### src/include/ami_defines.svh
// Constants for the asynchronous memory interface controller.
// Assumes inclusion by bare name from design files.
`ifndef AMI_DEFINES_SVH
`define AMI_DEFINES_SVH
`define AMI_NUM_CS 4
`define AMI_ADDR_W 24
`define AMI_DATA_W 16
`define AMI_PHASE_W 4
// Field layout of a region_async_config word
`define AMI_CFG_W 15
`define AMI_CFG_SETUP_LSB 0
`define AMI_CFG_STROBE_LSB 4
`define AMI_CFG_HOLD_LSB 8
`define AMI_CFG_EW_BIT 12
`define AMI_CFG_WPOL_BIT 13
`define AMI_CFG_WIDE_BIT 14
// Reset value: setup 1, strobe 2, hold 2, 16-bit bus, wait active low
`define AMI_CFG_RESET 15'h4221
`define AMI_CS_IDLE 4'hf
`define AMI_ONE_PHASE 4'h1
`define AMI_WAIT_TIMEOUT_NS 40960
`define AMI_CLOCK_NS 10
`endif

### src/include/ami_pkg.sv
// Types shared by the asynchronous memory interface controller.
// Assumes nothing beyond a SystemVerilog compiler.
package ami_pkg;
  typedef enum logic [2:0] {
    AMI_IDLE,
    AMI_SETUP,
    AMI_STROBE,
    AMI_EXT_WAIT,
    AMI_HOLD
  } ami_state_e;
endpackage

### src/hw/ami_ctrl.sv
// Asynchronous external memory controller: SRAM, NOR flash, ROM.
// Assumes a user port on the same clock; region configuration as plain inputs.
`timescale 1ns/1ps
`include "ami_defines.svh"

module ami_ctrl #(
  parameter int ADDR_W = `AMI_ADDR_W,
  parameter int DATA_W = `AMI_DATA_W,
  parameter int NUM_CS = `AMI_NUM_CS,
  parameter int WAIT_TIMEOUT_CYC = `AMI_WAIT_TIMEOUT_NS / `AMI_CLOCK_NS
) (
  // Clock and reset
  input wire logic clock,
  input wire logic reset,
  // User request port
  input wire logic req_valid,
  input wire logic req_write,
  input wire logic [1:0] req_region,
  input wire logic [ADDR_W-1:0] req_addr,
  input wire logic [DATA_W-1:0] req_wdata,
  output logic req_ready,
  output logic rsp_valid,
  output logic [DATA_W-1:0] rsp_rdata,
  output logic rsp_timeout,
  // Per-region configuration
  input wire logic [NUM_CS-1:0][`AMI_CFG_W-1:0] region_async_config,
  // Memory pins
  output logic [ADDR_W-1:0] ext_addr_bus,
  input wire logic [DATA_W-1:0] ext_data_in,
  output logic [DATA_W-1:0] ext_data_out,
  output logic ext_data_oe,
  output logic [NUM_CS-1:0] chip_enable_n,
  output logic read_strobe_n,
  output logic write_strobe_n,
  output logic rd_wr_select,
  input wire logic [NUM_CS-1:0] ext_wait_in
);
  // Timeout counter is 16 bits wide; larger limits would silently wrap
  if (DATA_W != `AMI_DATA_W || NUM_CS != `AMI_NUM_CS || ADDR_W < 1 || ADDR_W > `AMI_ADDR_W ||
      WAIT_TIMEOUT_CYC < 1 || WAIT_TIMEOUT_CYC > 65535) begin : g_param_check
    $error("ami_ctrl: unsupported parameters");
  end

  function automatic logic [`AMI_PHASE_W-1:0] phase_len(input logic [`AMI_CFG_W-1:0] c,
                                                       input int lsb);
    logic [`AMI_PHASE_W-1:0] v;
    v = c[lsb +: `AMI_PHASE_W];
    phase_len = (v == '0) ? `AMI_ONE_PHASE : v;
  endfunction

  // Wait pins come from outside; two flops each
  logic [NUM_CS-1:0] wait_s1_q, wait_s2_q;
  always_ff @(posedge clock) begin
    if (reset) begin
      wait_s1_q <= '0;
      wait_s2_q <= '0;
    end else begin
      wait_s1_q <= ext_wait_in;
      wait_s2_q <= wait_s1_q;
    end
  end

  ami_pkg::ami_state_e state_q, state_d;
  logic [`AMI_PHASE_W-1:0] cnt_q, cnt_d;
  logic [15:0] tmo_q, tmo_d;
  logic [1:0] reg_q, reg_d;
  logic wr_q, wr_d;
  logic [`AMI_CFG_W-1:0] cfg_q, cfg_d;
  logic [ADDR_W-1:0] addr_q, addr_d;
  logic [DATA_W-1:0] wdat_q, wdat_d, rdat_q, rdat_d;
  logic [NUM_CS-1:0] cs_n_q, cs_n_d;
  logic oe_n_q, oe_n_d, we_n_q, we_n_d, rw_q, rw_d, doe_q, doe_d;
  logic ready_q, ready_d, rv_q, rv_d, tmo_flag_q, tmo_flag_d;
  logic wait_act, wide;

  // Polarity bit selects the active level of the region's wait
  assign wait_act = wait_s2_q[reg_q] == cfg_q[`AMI_CFG_WPOL_BIT];
  assign wide = cfg_q[`AMI_CFG_WIDE_BIT];

  always_comb begin
    state_d = state_q;
    cnt_d = cnt_q;
    tmo_d = tmo_q;
    reg_d = reg_q;
    wr_d = wr_q;
    cfg_d = cfg_q;
    addr_d = addr_q;
    wdat_d = wdat_q;
    rdat_d = rdat_q;
    cs_n_d = cs_n_q;
    oe_n_d = oe_n_q;
    we_n_d = we_n_q;
    rw_d = rw_q;
    doe_d = doe_q;
    ready_d = ready_q;
    rv_d = 1'b0;
    tmo_flag_d = tmo_flag_q;
    case (state_q)
      ami_pkg::AMI_IDLE: begin
        if (req_valid && ready_q) begin
          reg_d = req_region;
          wr_d = req_write;
          cfg_d = region_async_config[req_region];
          addr_d = req_addr;
          // Narrow region uses the low byte lane only
          wdat_d = region_async_config[req_region][`AMI_CFG_WIDE_BIT] ? req_wdata
                   : {8'h00, req_wdata[7:0]};
          cs_n_d = `AMI_CS_IDLE;
          cs_n_d[req_region] = 1'b0;
          rw_d = ~req_write;
          doe_d = req_write;
          cnt_d = phase_len(region_async_config[req_region], `AMI_CFG_SETUP_LSB);
          ready_d = 1'b0;
          state_d = ami_pkg::AMI_SETUP;
        end
      end
      ami_pkg::AMI_SETUP: begin
        cnt_d = cnt_q - `AMI_ONE_PHASE;
        if (cnt_q == `AMI_ONE_PHASE) begin
          oe_n_d = wr_q;
          we_n_d = ~wr_q;
          cnt_d = phase_len(cfg_q, `AMI_CFG_STROBE_LSB);
          state_d = ami_pkg::AMI_STROBE;
        end
      end
      ami_pkg::AMI_STROBE: begin
        cnt_d = cnt_q - `AMI_ONE_PHASE;
        if (cnt_q == `AMI_ONE_PHASE) begin
          if (cfg_q[`AMI_CFG_EW_BIT] && wait_act) begin
            tmo_d = 16'(WAIT_TIMEOUT_CYC);
            state_d = ami_pkg::AMI_EXT_WAIT;
          end else begin
            rdat_d = wide ? ext_data_in : {8'h00, ext_data_in[7:0]};
            oe_n_d = 1'b1;
            we_n_d = 1'b1;
            cnt_d = phase_len(cfg_q, `AMI_CFG_HOLD_LSB);
            tmo_flag_d = 1'b0;
            state_d = ami_pkg::AMI_HOLD;
          end
        end
      end
      ami_pkg::AMI_EXT_WAIT: begin
        // Strobe stays low while wait is active; timeout stops a stuck device
        tmo_d = tmo_q - 16'h0001;
        if (!wait_act || tmo_q == 16'h0001) begin
          rdat_d = wide ? ext_data_in : {8'h00, ext_data_in[7:0]};
          tmo_flag_d = wait_act;
          oe_n_d = 1'b1;
          we_n_d = 1'b1;
          cnt_d = phase_len(cfg_q, `AMI_CFG_HOLD_LSB);
          state_d = ami_pkg::AMI_HOLD;
        end
      end
      ami_pkg::AMI_HOLD: begin
        cnt_d = cnt_q - `AMI_ONE_PHASE;
        if (cnt_q == `AMI_ONE_PHASE) begin
          cs_n_d = `AMI_CS_IDLE;
          doe_d = 1'b0;
          rw_d = 1'b1;
          rv_d = 1'b1;
          ready_d = 1'b1;
          state_d = ami_pkg::AMI_IDLE;
        end
      end
      default: state_d = ami_pkg::AMI_IDLE;
    endcase
  end

  always_ff @(posedge clock) begin
    if (reset) begin
      state_q <= ami_pkg::AMI_IDLE;
      cnt_q <= '0;
      tmo_q <= '0;
      reg_q <= '0;
      wr_q <= 1'b0;
      cfg_q <= `AMI_CFG_RESET;
      addr_q <= '0;
      wdat_q <= '0;
      rdat_q <= '0;
      cs_n_q <= `AMI_CS_IDLE;
      oe_n_q <= 1'b1;
      we_n_q <= 1'b1;
      rw_q <= 1'b1;
      doe_q <= 1'b0;
      ready_q <= 1'b1;
      rv_q <= 1'b0;
      tmo_flag_q <= 1'b0;
    end else begin
      state_q <= state_d;
      cnt_q <= cnt_d;
      tmo_q <= tmo_d;
      reg_q <= reg_d;
      wr_q <= wr_d;
      cfg_q <= cfg_d;
      addr_q <= addr_d;
      wdat_q <= wdat_d;
      rdat_q <= rdat_d;
      cs_n_q <= cs_n_d;
      oe_n_q <= oe_n_d;
      we_n_q <= we_n_d;
      rw_q <= rw_d;
      doe_q <= doe_d;
      ready_q <= ready_d;
      rv_q <= rv_d;
      tmo_flag_q <= tmo_flag_d;
    end
  end

  assign req_ready = ready_q;
  assign rsp_valid = rv_q;
  assign rsp_rdata = rdat_q;
  assign rsp_timeout = tmo_flag_q;
  assign ext_addr_bus = addr_q;
  assign ext_data_out = wdat_q;
  assign ext_data_oe = doe_q;
  assign chip_enable_n = cs_n_q;
  assign read_strobe_n = oe_n_q;
  assign write_strobe_n = we_n_q;
  assign rd_wr_select = rw_q;

  one_cs_a: assert property (@(posedge clock) disable iff (reset)
    $countones(~chip_enable_n) <= 1) else $error("more than one chip enable low");
  strobe_excl_a: assert property (@(posedge clock) disable iff (reset)
    !(!read_strobe_n && !write_strobe_n)) else $error("both strobes low");
  strobe_dir_a: assert property (@(posedge clock) disable iff (reset)
    !write_strobe_n |-> !rd_wr_select && ext_data_oe) else $error("write strobe without write dir");
  read_dir_a: assert property (@(posedge clock) disable iff (reset)
    !read_strobe_n |-> rd_wr_select && !ext_data_oe) else $error("read strobe in write dir");
  strobe_cs_a: assert property (@(posedge clock) disable iff (reset)
    (!read_strobe_n || !write_strobe_n) |-> chip_enable_n != `AMI_CS_IDLE)
    else $error("strobe without chip enable");
  ew_hold_a: assert property (@(posedge clock) disable iff (reset)
    state_q == ami_pkg::AMI_EXT_WAIT && wait_act && tmo_q != 16'h0001 |=>
    state_q == ami_pkg::AMI_EXT_WAIT) else $error("strobe released while wait active");
  ew_gate_a: assert property (@(posedge clock) disable iff (reset)
    state_q == ami_pkg::AMI_EXT_WAIT |-> cfg_q[`AMI_CFG_EW_BIT])
    else $error("extended wait without enable bit");
  setup_len_a: assert property (@(posedge clock) disable iff (reset)
    state_q == ami_pkg::AMI_IDLE ##1 state_q == ami_pkg::AMI_SETUP && cnt_q == `AMI_ONE_PHASE
    |=> state_q == ami_pkg::AMI_STROBE) else $error("setup phase length wrong");
  narrow_a: assert property (@(posedge clock) disable iff (reset)
    rsp_valid && !cfg_q[`AMI_CFG_WIDE_BIT] |-> rsp_rdata[15:8] == 8'h00)
    else $error("narrow read upper byte not zero");
  addr_a: assert property (@(posedge clock) disable iff (reset)
    req_valid && req_ready |=> ext_addr_bus == $past(req_addr)) else $error("address not driven");

  rd_c: cover property (@(posedge clock) !read_strobe_n ##[1:40] rsp_valid);
  wr_c: cover property (@(posedge clock) !write_strobe_n ##[1:40] rsp_valid);
  ew_c: cover property (@(posedge clock) state_q == ami_pkg::AMI_EXT_WAIT [*3]);
  tmo_c: cover property (@(posedge clock) rsp_valid && rsp_timeout);
endmodule

### config.mk
export PLATFORM = sky130hd
export DESIGN_NAME = ami_ctrl
export DESIGN_NICKNAME = d
export VERILOG_FILES = /design/src/include/ami_pkg.sv /design/src/hw/ami_ctrl.sv
export VERILOG_INCLUDE_DIRS = /design/src /design/src/include
export SDC_FILE = /design/constraint.sdc
export NUM_CORES = 1
export LEC_CHECK = 0
export ABC_CLOCK_PERIOD_IN_PS = 2710
export BUFFER_PORTS_ARGS = -buffer_cell sky130_fd_sc_hd__buf_2
export CAP_MARGIN = 20
export CORE_MARGIN = 4
export CORE_UTILIZATION = 51
export CTS_BUF_LIST = sky130_fd_sc_hd__clkbuf_2
export CTS_CLUSTER_SIZE = 28
export DETAILED_ROUTE_END_ITERATION = 10
export PLACE_DENSITY = 0.88
export RECOVER_POWER = 50
export SLEW_MARGIN = 20
export SYNTH_ARGS = -nofsm -noshare
export SYNTH_HDL_FRONTEND = slang
export SYNTH_SLANG_ARGS = --single-unit
### constraint.sdc
create_clock -name clock -period 2.71 [get_ports clock]
set_clock_uncertainty 0.2 [all_clocks]
set_input_delay 0.1355 -clock clock [delete_from_list [all_inputs] [get_ports clock]]
set_output_delay 0.1355 -clock clock [all_outputs]
set_load 0.02 [all_outputs]
==> results of run 1 <==
cells in the mapped netlist (7+ instances only):
cell,instances,area (µm²)
a21oi_1,70,350.3
buf_2,8,40.04
clkbuf_1,28,105.1
dfxtp_1,112,2242
inv_1,11,41.29
mux2i_1,15,150.1
mux4_2,16,360.4
nand2_1,114,427.9
nand2b_1,15,93.84
nand3_1,23,115.1
nor2_1,39,146.4
nor2b_1,12,75.07
nor3_1,13,65.06
o211ai_1,7,52.55
o21ai_0,12,60.06
xor2_1,11,96.34
repair_timing:
action	4_1_cts	5_1_grt
cloned	1	0
hold buffers	91	0
buffers inserted	0	1
endpoints found under the setup margin	17	19
resized for setup	0	2
pin swaps	1	1
hold endpoints to repair	98	0
final cells by class:
| cell class | instances | area share [%] |
|---|---|---|
| Sequential cell | 112 | 31.59 |
| Inverter | 11 | 0.5817 |
| Multi-Input combinational cell | 410 | 36.45 |
| Timing Repair Buffer | 302 | 27.41 |
| Clock buffer | 10 | 0.7051 |
| Antenna cell | 3 | 0.1058 |
| Clock inverter | 6 | 0.8814 |
| Tap cell | 129 | 2.274 |
power breakdown:
group          internal, W  switching, W
sequential         0.00187      0.000182
combinational     0.000701       0.00112
clock             0.000155      0.000617
registers in the layout, indices dropped and copies added (netlist names), 2 cells and up:
register,flops
wait_s1_q,4
tmo_q,16
ext_data_out,16
reg_q,2
state_q,3
rsp_rdata,16
cnt_q,4
wait_s2_q,4
chip_enable_n,4
cfg_q,11
ext_addr_bus,24
metal layers:
layer	vias to the layer above	routed length, µm
met3	115	1496
li1	2542	-
met1	2699	6415
met4	0	1317
met5	-	0
met2	369	9368
cells by family (layout without fill, tap and decap cells):
| family | count (synthesis) | after routing |
|---|---|---|
| mux | 32 | 32 |
| fa+ha+maj | 4 | 4 |
| other cells | 0 | 3 |
| compound gates | 122 | 122 |
| buf+inv | 51 | 329 |
| xor+xnor | 13 | 13 |
| simple gates | 238 | 239 |
| flops | 112 | 112 |
path summary, 6_finish.rpt:
path                            slack [ns]                          from                            end  cells after the start
worst max-delay path                  0.15       state_q[1]$_SDFFE_PP0P_  chip_enable_n[0]$_SDFFE_PP1P_                      5
worst min-delay path                  0.02                   req_addr[3]   ext_addr_bus[3]$_SDFFE_PP0P_                      4
worst max register to register        0.15       state_q[1]$_SDFFE_PP0P_  chip_enable_n[0]$_SDFFE_PP1P_                      5
worst min register to register        0.27  ext_data_out[8]$_SDFFE_PP0P_   ext_data_out[8]$_SDFFE_PP0P_                      2
through the flow:
stage,total power [W],setup WS [ns]
2_1_floorplan,0.003173,0.3811
3_5_place_dp,0.003702,-0.09262
6_report,0.004643,0.1487
5_1_grt,0.004865,-0.01578
3_3_place_gp,0.003628,0.006801
4_1_cts,0.004551,0.09606
worst max-delay path: stages (launching register included):
cell,delay (ns)
dfxtp_1,0.51
nor3_1,0.72
nand3_2,0.12
clkbuf_4,0.44
o32ai_1,0.40
nand2b_1,0.10
==> reports/qor.csv, run 1 <==
stage;metric;value;unit
route;DRT iter0 DRCs;462;
critical_path;critical path class;reg -> reg;
route;Routed WL per cell;18.92;µm
synthesis;post-synthesis cell area;5025;µm²
synthesis;Synth Area in Simple Gates;22.21;%
finish;area of the multi-input gates;2587;µm²
critical_path;Arr. time, crit path;2.89;ns
clock_network;Clk Latency, worst-skew pair;0.65;ns
synthesis;largest family of logic cells by synthesized area;simple AND/OR/NAND/NOR gates;
clock_network;Max Buffers Root-to-Sink;2;
global_route;largest net degree at the start of global routing;77;
global_route;vias in the first global route;6027;
sta;Max Freq;390.4;MHz
power;Max VDD drop;466.8;µV
floorplanning;Site Rows;35;
synthesis;Seq/Total Area, Yosys;44.62;%
global_route;met1 Resource Use GR;34.76;%
place;dpl cell area;6135;µm²
power;Static Leak;2.814;nW
sta;Max Slew Vio Count;0;
global_route;GRT Total Usage;32.50;%
global_route;layer carrying the most global-route usage;met2;
floorplanning;core footprint;9415;µm²
synthesis;XOR/XNOR Fraction of Synth Area;2.266;%
finish;most common cell after layout, fill and taps aside;buf_2;
run_status;status;completed;
floorplanning;die width;107.3;µm
clock_network;CTS tree;built;
route;DR DRC count;0;
critical_path;crit-path max FO;59;
sta;Rel. slew slack;45.44;%
global_route;global-route wire length before repair;29530;µm
sta;worst slew pin tran;0.8122;ns
synthesis;post-synthesis cell count;572;
floorplanning;Initial Utilization;53.37;%
synthesis;Synth async-reset ratio;0;%
finish;Layout Utilization;75.39;%
critical_path;CP Capture Type;register;
finish;share of layout cells above drive strength 1;22.21;%
global_route;initial antenna violation count;3;
finish;Nets;976;
finish;Sequential cell area;2242;µm²
place;I/O Buffers;192;
finish;Area Growth Syn to Fin;41.26;%
synthesis;#FFs+latches synth;112;
sta;setup TNS;0;ns
clock_network;H-Tree Level Count;3;
place;placed insts;871;
synthesis;mux contribution to synthesized area;10.38;%
critical_path;CP Launch Type;register;
floorplanning;Ports;193;
finish;Fillers;619;
power;Power Density;654.2;nW/µm²
place;post-DP HPWL;10650;µm
clock_network;Reg clk slew, reported paths;0.39;ns
sta;Finish-stage setup viols;0;
sta;crit path time final;2.561;ns
clock_network;clock sinks;112;
route;Routed Antenna Nets;0;
floorplanning;Die ar.;11500;µm²
floorplanning;die height;107.3;µm
global_route;met3 usage;7.319;%
sta;final hold vios;0;
clock_network;total CTS buffers;9;
synthesis;syn_nets;702;
global_route;grt total ovfl;0;
route;Pre-antenna DRT Iters;7;
route;Final Routed Wirelength;18600;µm
finish;post-route cell area;7098;µm²
job;# Max-Cap Violations;0;
finish;Final Non-Filler Cells;983;
place;routability cong.;0.8294;
sta;Final Cycle Share;94.51;%
global_route;GRT met2 Usage;56.57;%
clock_network;Root Buffer;clkbuf_2;
synthesis;Mean Syn Cell Area;8.785;µm²
synthesis;Post-synth EDFFs;0;
synthesis;Adder-Cell Fraction of Synth Area;0.9960;%
route;routed vias/inst;5.824;
synthesis;Yosys warnings;0;
synthesis;Most used DFF post-synth;dfxtp_1;
critical_path;WP data required;3.04;ns
worst_hold_path;Hold Path Class;in -> reg;
finish;most frequent cells in the layout;buf_2, nand2_1, dfxtp_1, dlygate4sd3_1, a21oi_1;
sta;Fin Hold WS;0.01633;ns
synthesis;Synth Area in Compound Gates;15.21;%
route;vias;5725;
synthesis;Distinct cells, synth;50;
Power figures use the tool's default switching activity.
==> run 2: changes to the inputs <==
--- a/config.mk
+++ b/config.mk
@@ -9,8 +9,10 @@
 export ABC_CLOCK_PERIOD_IN_PS = 2710
 export BUFFER_PORTS_ARGS = -buffer_cell sky130_fd_sc_hd__buf_2
 export CAP_MARGIN = 20
+export CELL_PAD_IN_SITES_DETAIL_PLACEMENT = 1
+export CELL_PAD_IN_SITES_GLOBAL_PLACEMENT = 1
 export CORE_MARGIN = 4
-export CORE_UTILIZATION = 51
+export CORE_UTILIZATION = 37
 export CTS_BUF_LIST = sky130_fd_sc_hd__clkbuf_2
 export CTS_CLUSTER_SIZE = 28
 export DETAILED_ROUTE_END_ITERATION = 10
==> reports/qor.csv, run 2 (synthesized netlist as in run 1, its figures left out) <==
stage;metric;value;unit;change
sta;Finish-stage setup viols;55;;was 0
route;Pre-antenna DRT Iters;8;;was 7
critical_path;Arr. time, crit path;3.53;ns;was 2.89 ns
critical_path;origin of the worst setup path;cnt_q[1]$_SDFFE_PP0P_;;was state_q[1]$_SDFFE_PP0P_
finish;Nets;1045;;was 976
clock_network;Root Buffer;clkbuf_2;;unchanged
floorplanning;die height;124.5;µm;was 107.3 µm
finish;most common cell after layout, fill and taps aside;buf_2;;unchanged
place;routability cong.;0.7946;;was 0.8294
sta;crit path time final;3.203;ns;was 2.561 ns
floorplanning;Die ar.;15510;µm²;was 11,500 µm²
route;DR DRC count;0;;unchanged
job;# Max-Cap Violations;0;;unchanged
route;top layer in use;met5;;was met4
worst_hold_path;origin of the worst min-delay path;region_async_config[2];;was req_addr[3]
critical_path;slowest CP cell;dfxtp_2;;was nor3_1
finish;share of layout cells above drive strength 1;30.65;%;was 22.21%
clock_network;CTS tree;built;;unchanged
clock_network;Max Buffers Root-to-Sink;2;;unchanged
clock_network;Clk Latency, worst-skew pair;0.75;ns;was 0.65 ns
critical_path;reg2reg start;cnt_q[1]$_SDFFE_PP0P_;;was state_q[1]$_SDFFE_PP0P_
global_route;largest net degree at the start of global routing;71;;was 77
power;Power Density;747.0;nW/µm²;was 654.2 nW/µm²
run_status;violated checks;setup timing;;
clock_network;Reg clk slew, reported paths;0.45;ns;was 0.39 ns
critical_path;Buf/Inv on CP;2;;was 1
finish;Final Non-Filler Cells;1102;;was 983
finish;Area Growth Syn to Fin;60.58;%;was 41.26%
run_status;status;finished, violations left;;was completed
floorplanning;core footprint;13300;µm²;was 9415 µm²
global_route;global-route wire length before repair;45100;µm;was 29,530 µm
route;Met3 Routed Length;6268;µm;was 1496 µm
global_route;vias in the first global route;7050;;was 6,027
route;routed vias/inst;6.950;;was 5.824
clock_network;total CTS buffers;9;;unchanged
sta;Final Cycle Share;118.2;%;was 94.51%
route;met2 wire length;16690;µm;was 9368 µm
power;Tot Pwr;0.006027;W;was 0.004643 W
finish;max reg flops;24;;unchanged
route;Routed WL per cell;37.01;µm;was 18.92 µm
critical_path;Top delay family on crit path;compound AO/OA/AOI/OAI gates;;was simple AND/OR/NAND/NOR gates
global_route;grt total ovfl;0;;unchanged
critical_path;CP Capture Type;register;;unchanged
clock_network;clock sinks;112;;unchanged
critical_path;critical path class;reg -> reg;;unchanged
sta;final hold vios;0;;unchanged
sta;RSZ-0062 raised after global routing;true;;
sta;final worst slack;-0.4934;ns;was 0.1487 ns
sta;Max Freq;312.2;MHz;was 390.4 MHz
place;placed insts;922;;was 871
critical_path;CP Launch Type;register;;unchanged
critical_path;crit-path max FO;6;;was 59
floorplanning;die width;124.5;µm;was 107.3 µm
route;DRT iter0 DRCs;1462;;was 462
route;Final Routed Wirelength;40790;µm;was 18,600 µm
floorplanning;Initial Utilization;37.79;%;was 53.37%
clock_network;H-Tree Level Count;3;;unchanged
critical_path;WP data required;3.04;ns;about the same
floorplanning;Site Rows;42;;was 35
sta;worst slew pin tran;0.8360;ns;was 0.8122 ns
power;Static Leak;3.361;nW;was 2.814 nW
global_route;initial antenna violation count;4;;was 3
route;routed length on met1;13240;µm;was 6415 µm
critical_path;Max stage delay on crit path;0.45;ns;was 0.72 ns
worst_hold_path;Hold Path Class;in -> reg;;unchanged
place;I/O Buffers;192;;unchanged
finish;Layout Utilization;60.69;%;was 75.39%
route;Routed Antenna Nets;0;;unchanged
sta;Max Slew Vio Count;0;;unchanged
finish;most frequent cells in the layout;buf_2, dlygate4sd3_1, nand2_1, dfxtp_1, a21oi_1;;was buf_2, nand2_1, dfxtp_1, dlygate4sd3_1, a21oi_1
floorplanning;Ports;193;;unchanged
power;Max VDD drop;334.9;µV;was 466.8 µV
sta;Fin Hold WS;0.01123;ns;was 0.01633 ns
sta;Rel. slew slack;44.27;%;was 45.44%
global_route;GRT Total Usage;37.64;%;was 32.50%
place;dpl cell area;6236;µm²;was 6135 µm²
critical_path;Cell Chain, Critical Path;inv_1 -> ha_1 -> nor3b_4 -> buf_6 -> nor3_1 -> a21o_1 -> a211o_1 -> a222oi_1 -> a311oi_1;;was nor3_1 -> nand3_2 -> clkbuf_4 -> o32ai_1 -> nand2b_1
finish;post-route cell area;8069;µm²;was 7098 µm²
route;vias;7659;;was 5,725
place;post-DP HPWL;12530;µm;was 10,650 µm
[run 2: cell types whose count changed in the layout (fill, tap and decap cells not counted), sizes merged]
cell / previous run / this run
buf: 143 / 218
clkinv: 2 / 3
clkbuf: 78 / 10
dlygate4sd3: 91 / 152
diode: 3 / 6
[run 2: area by class of cell]
class,instances,area (µm²)
sequential,112,2255
inverter,11,41.29
timing repair buffer,371,2753
clock buffer,9,45.04
multi-input combinational,410,2676
clock inverter,7,63.81
tap,176,220.2
antenna,6,15.01
fill,1511,5226
[run 2: per-stage QoR]
step                      setup slack, ns  TNS (ns)
final                             -0.4934    -10.38
after global routing              -0.5235    -9.242
after CTS                         0.01838         0
after detailed placement          -0.2273    -2.892
after global placement           -0.05668   -0.3363
after floorplan                    0.3811         0
[run 2: worst reg2reg max path, stage by stage (launching register included)]
cell and delay [ns]:
dfxtp_2 0.45, inv_1 0.12, ha_1 0.36, nor3b_4 0.40, buf_6 0.19, nor3_1 0.11
a21o_1 0.24, a211o_1 0.31, a222oi_1 0.38, a311oi_1 0.22
[run 2: final timing paths]
| check | slack (ns) | end | cells past startpoint |
|---|---|---|---|
| max | -0.49 | cnt_q[3]$_SDFFE_PP0P_ | 9 |
| min | 0.01 | cnt_q[2]$_SDFFE_PP0P_ | 6 |
| min reg2reg | 0.30 | ext_addr_bus[18]$_SDFFE_PP0P_ | 2 |
| max reg2reg | -0.49 | cnt_q[3]$_SDFFE_PP0P_ | 9 |
[run 2: what timing repair did]
action	4_1_cts	5_1_grt
setup buffers	1	4
hold buffers	151	1
setup endpoints to repair	18	55
gates resized for setup	0	35
cloned	1	0
hold endpoints to repair	96	1
pin swaps	1	5
[run 2: layer usage]
metal	GRT usage [%]	vias to the layer above
met5	0	-
met4	13.35	4
met3	10.33	375
met2	59.96	1059
met1	49.09	3543
li1	-	2678
[run 2: power breakdown]
part	switching [W]	leakage [nW]	internal (W)
combinational	0.00185	2.38	0.00105
clock	0.000765	0.0681	0.000148
sequential	0.000338	0.917	0.00188
total	0.00296	3.36	0.00307
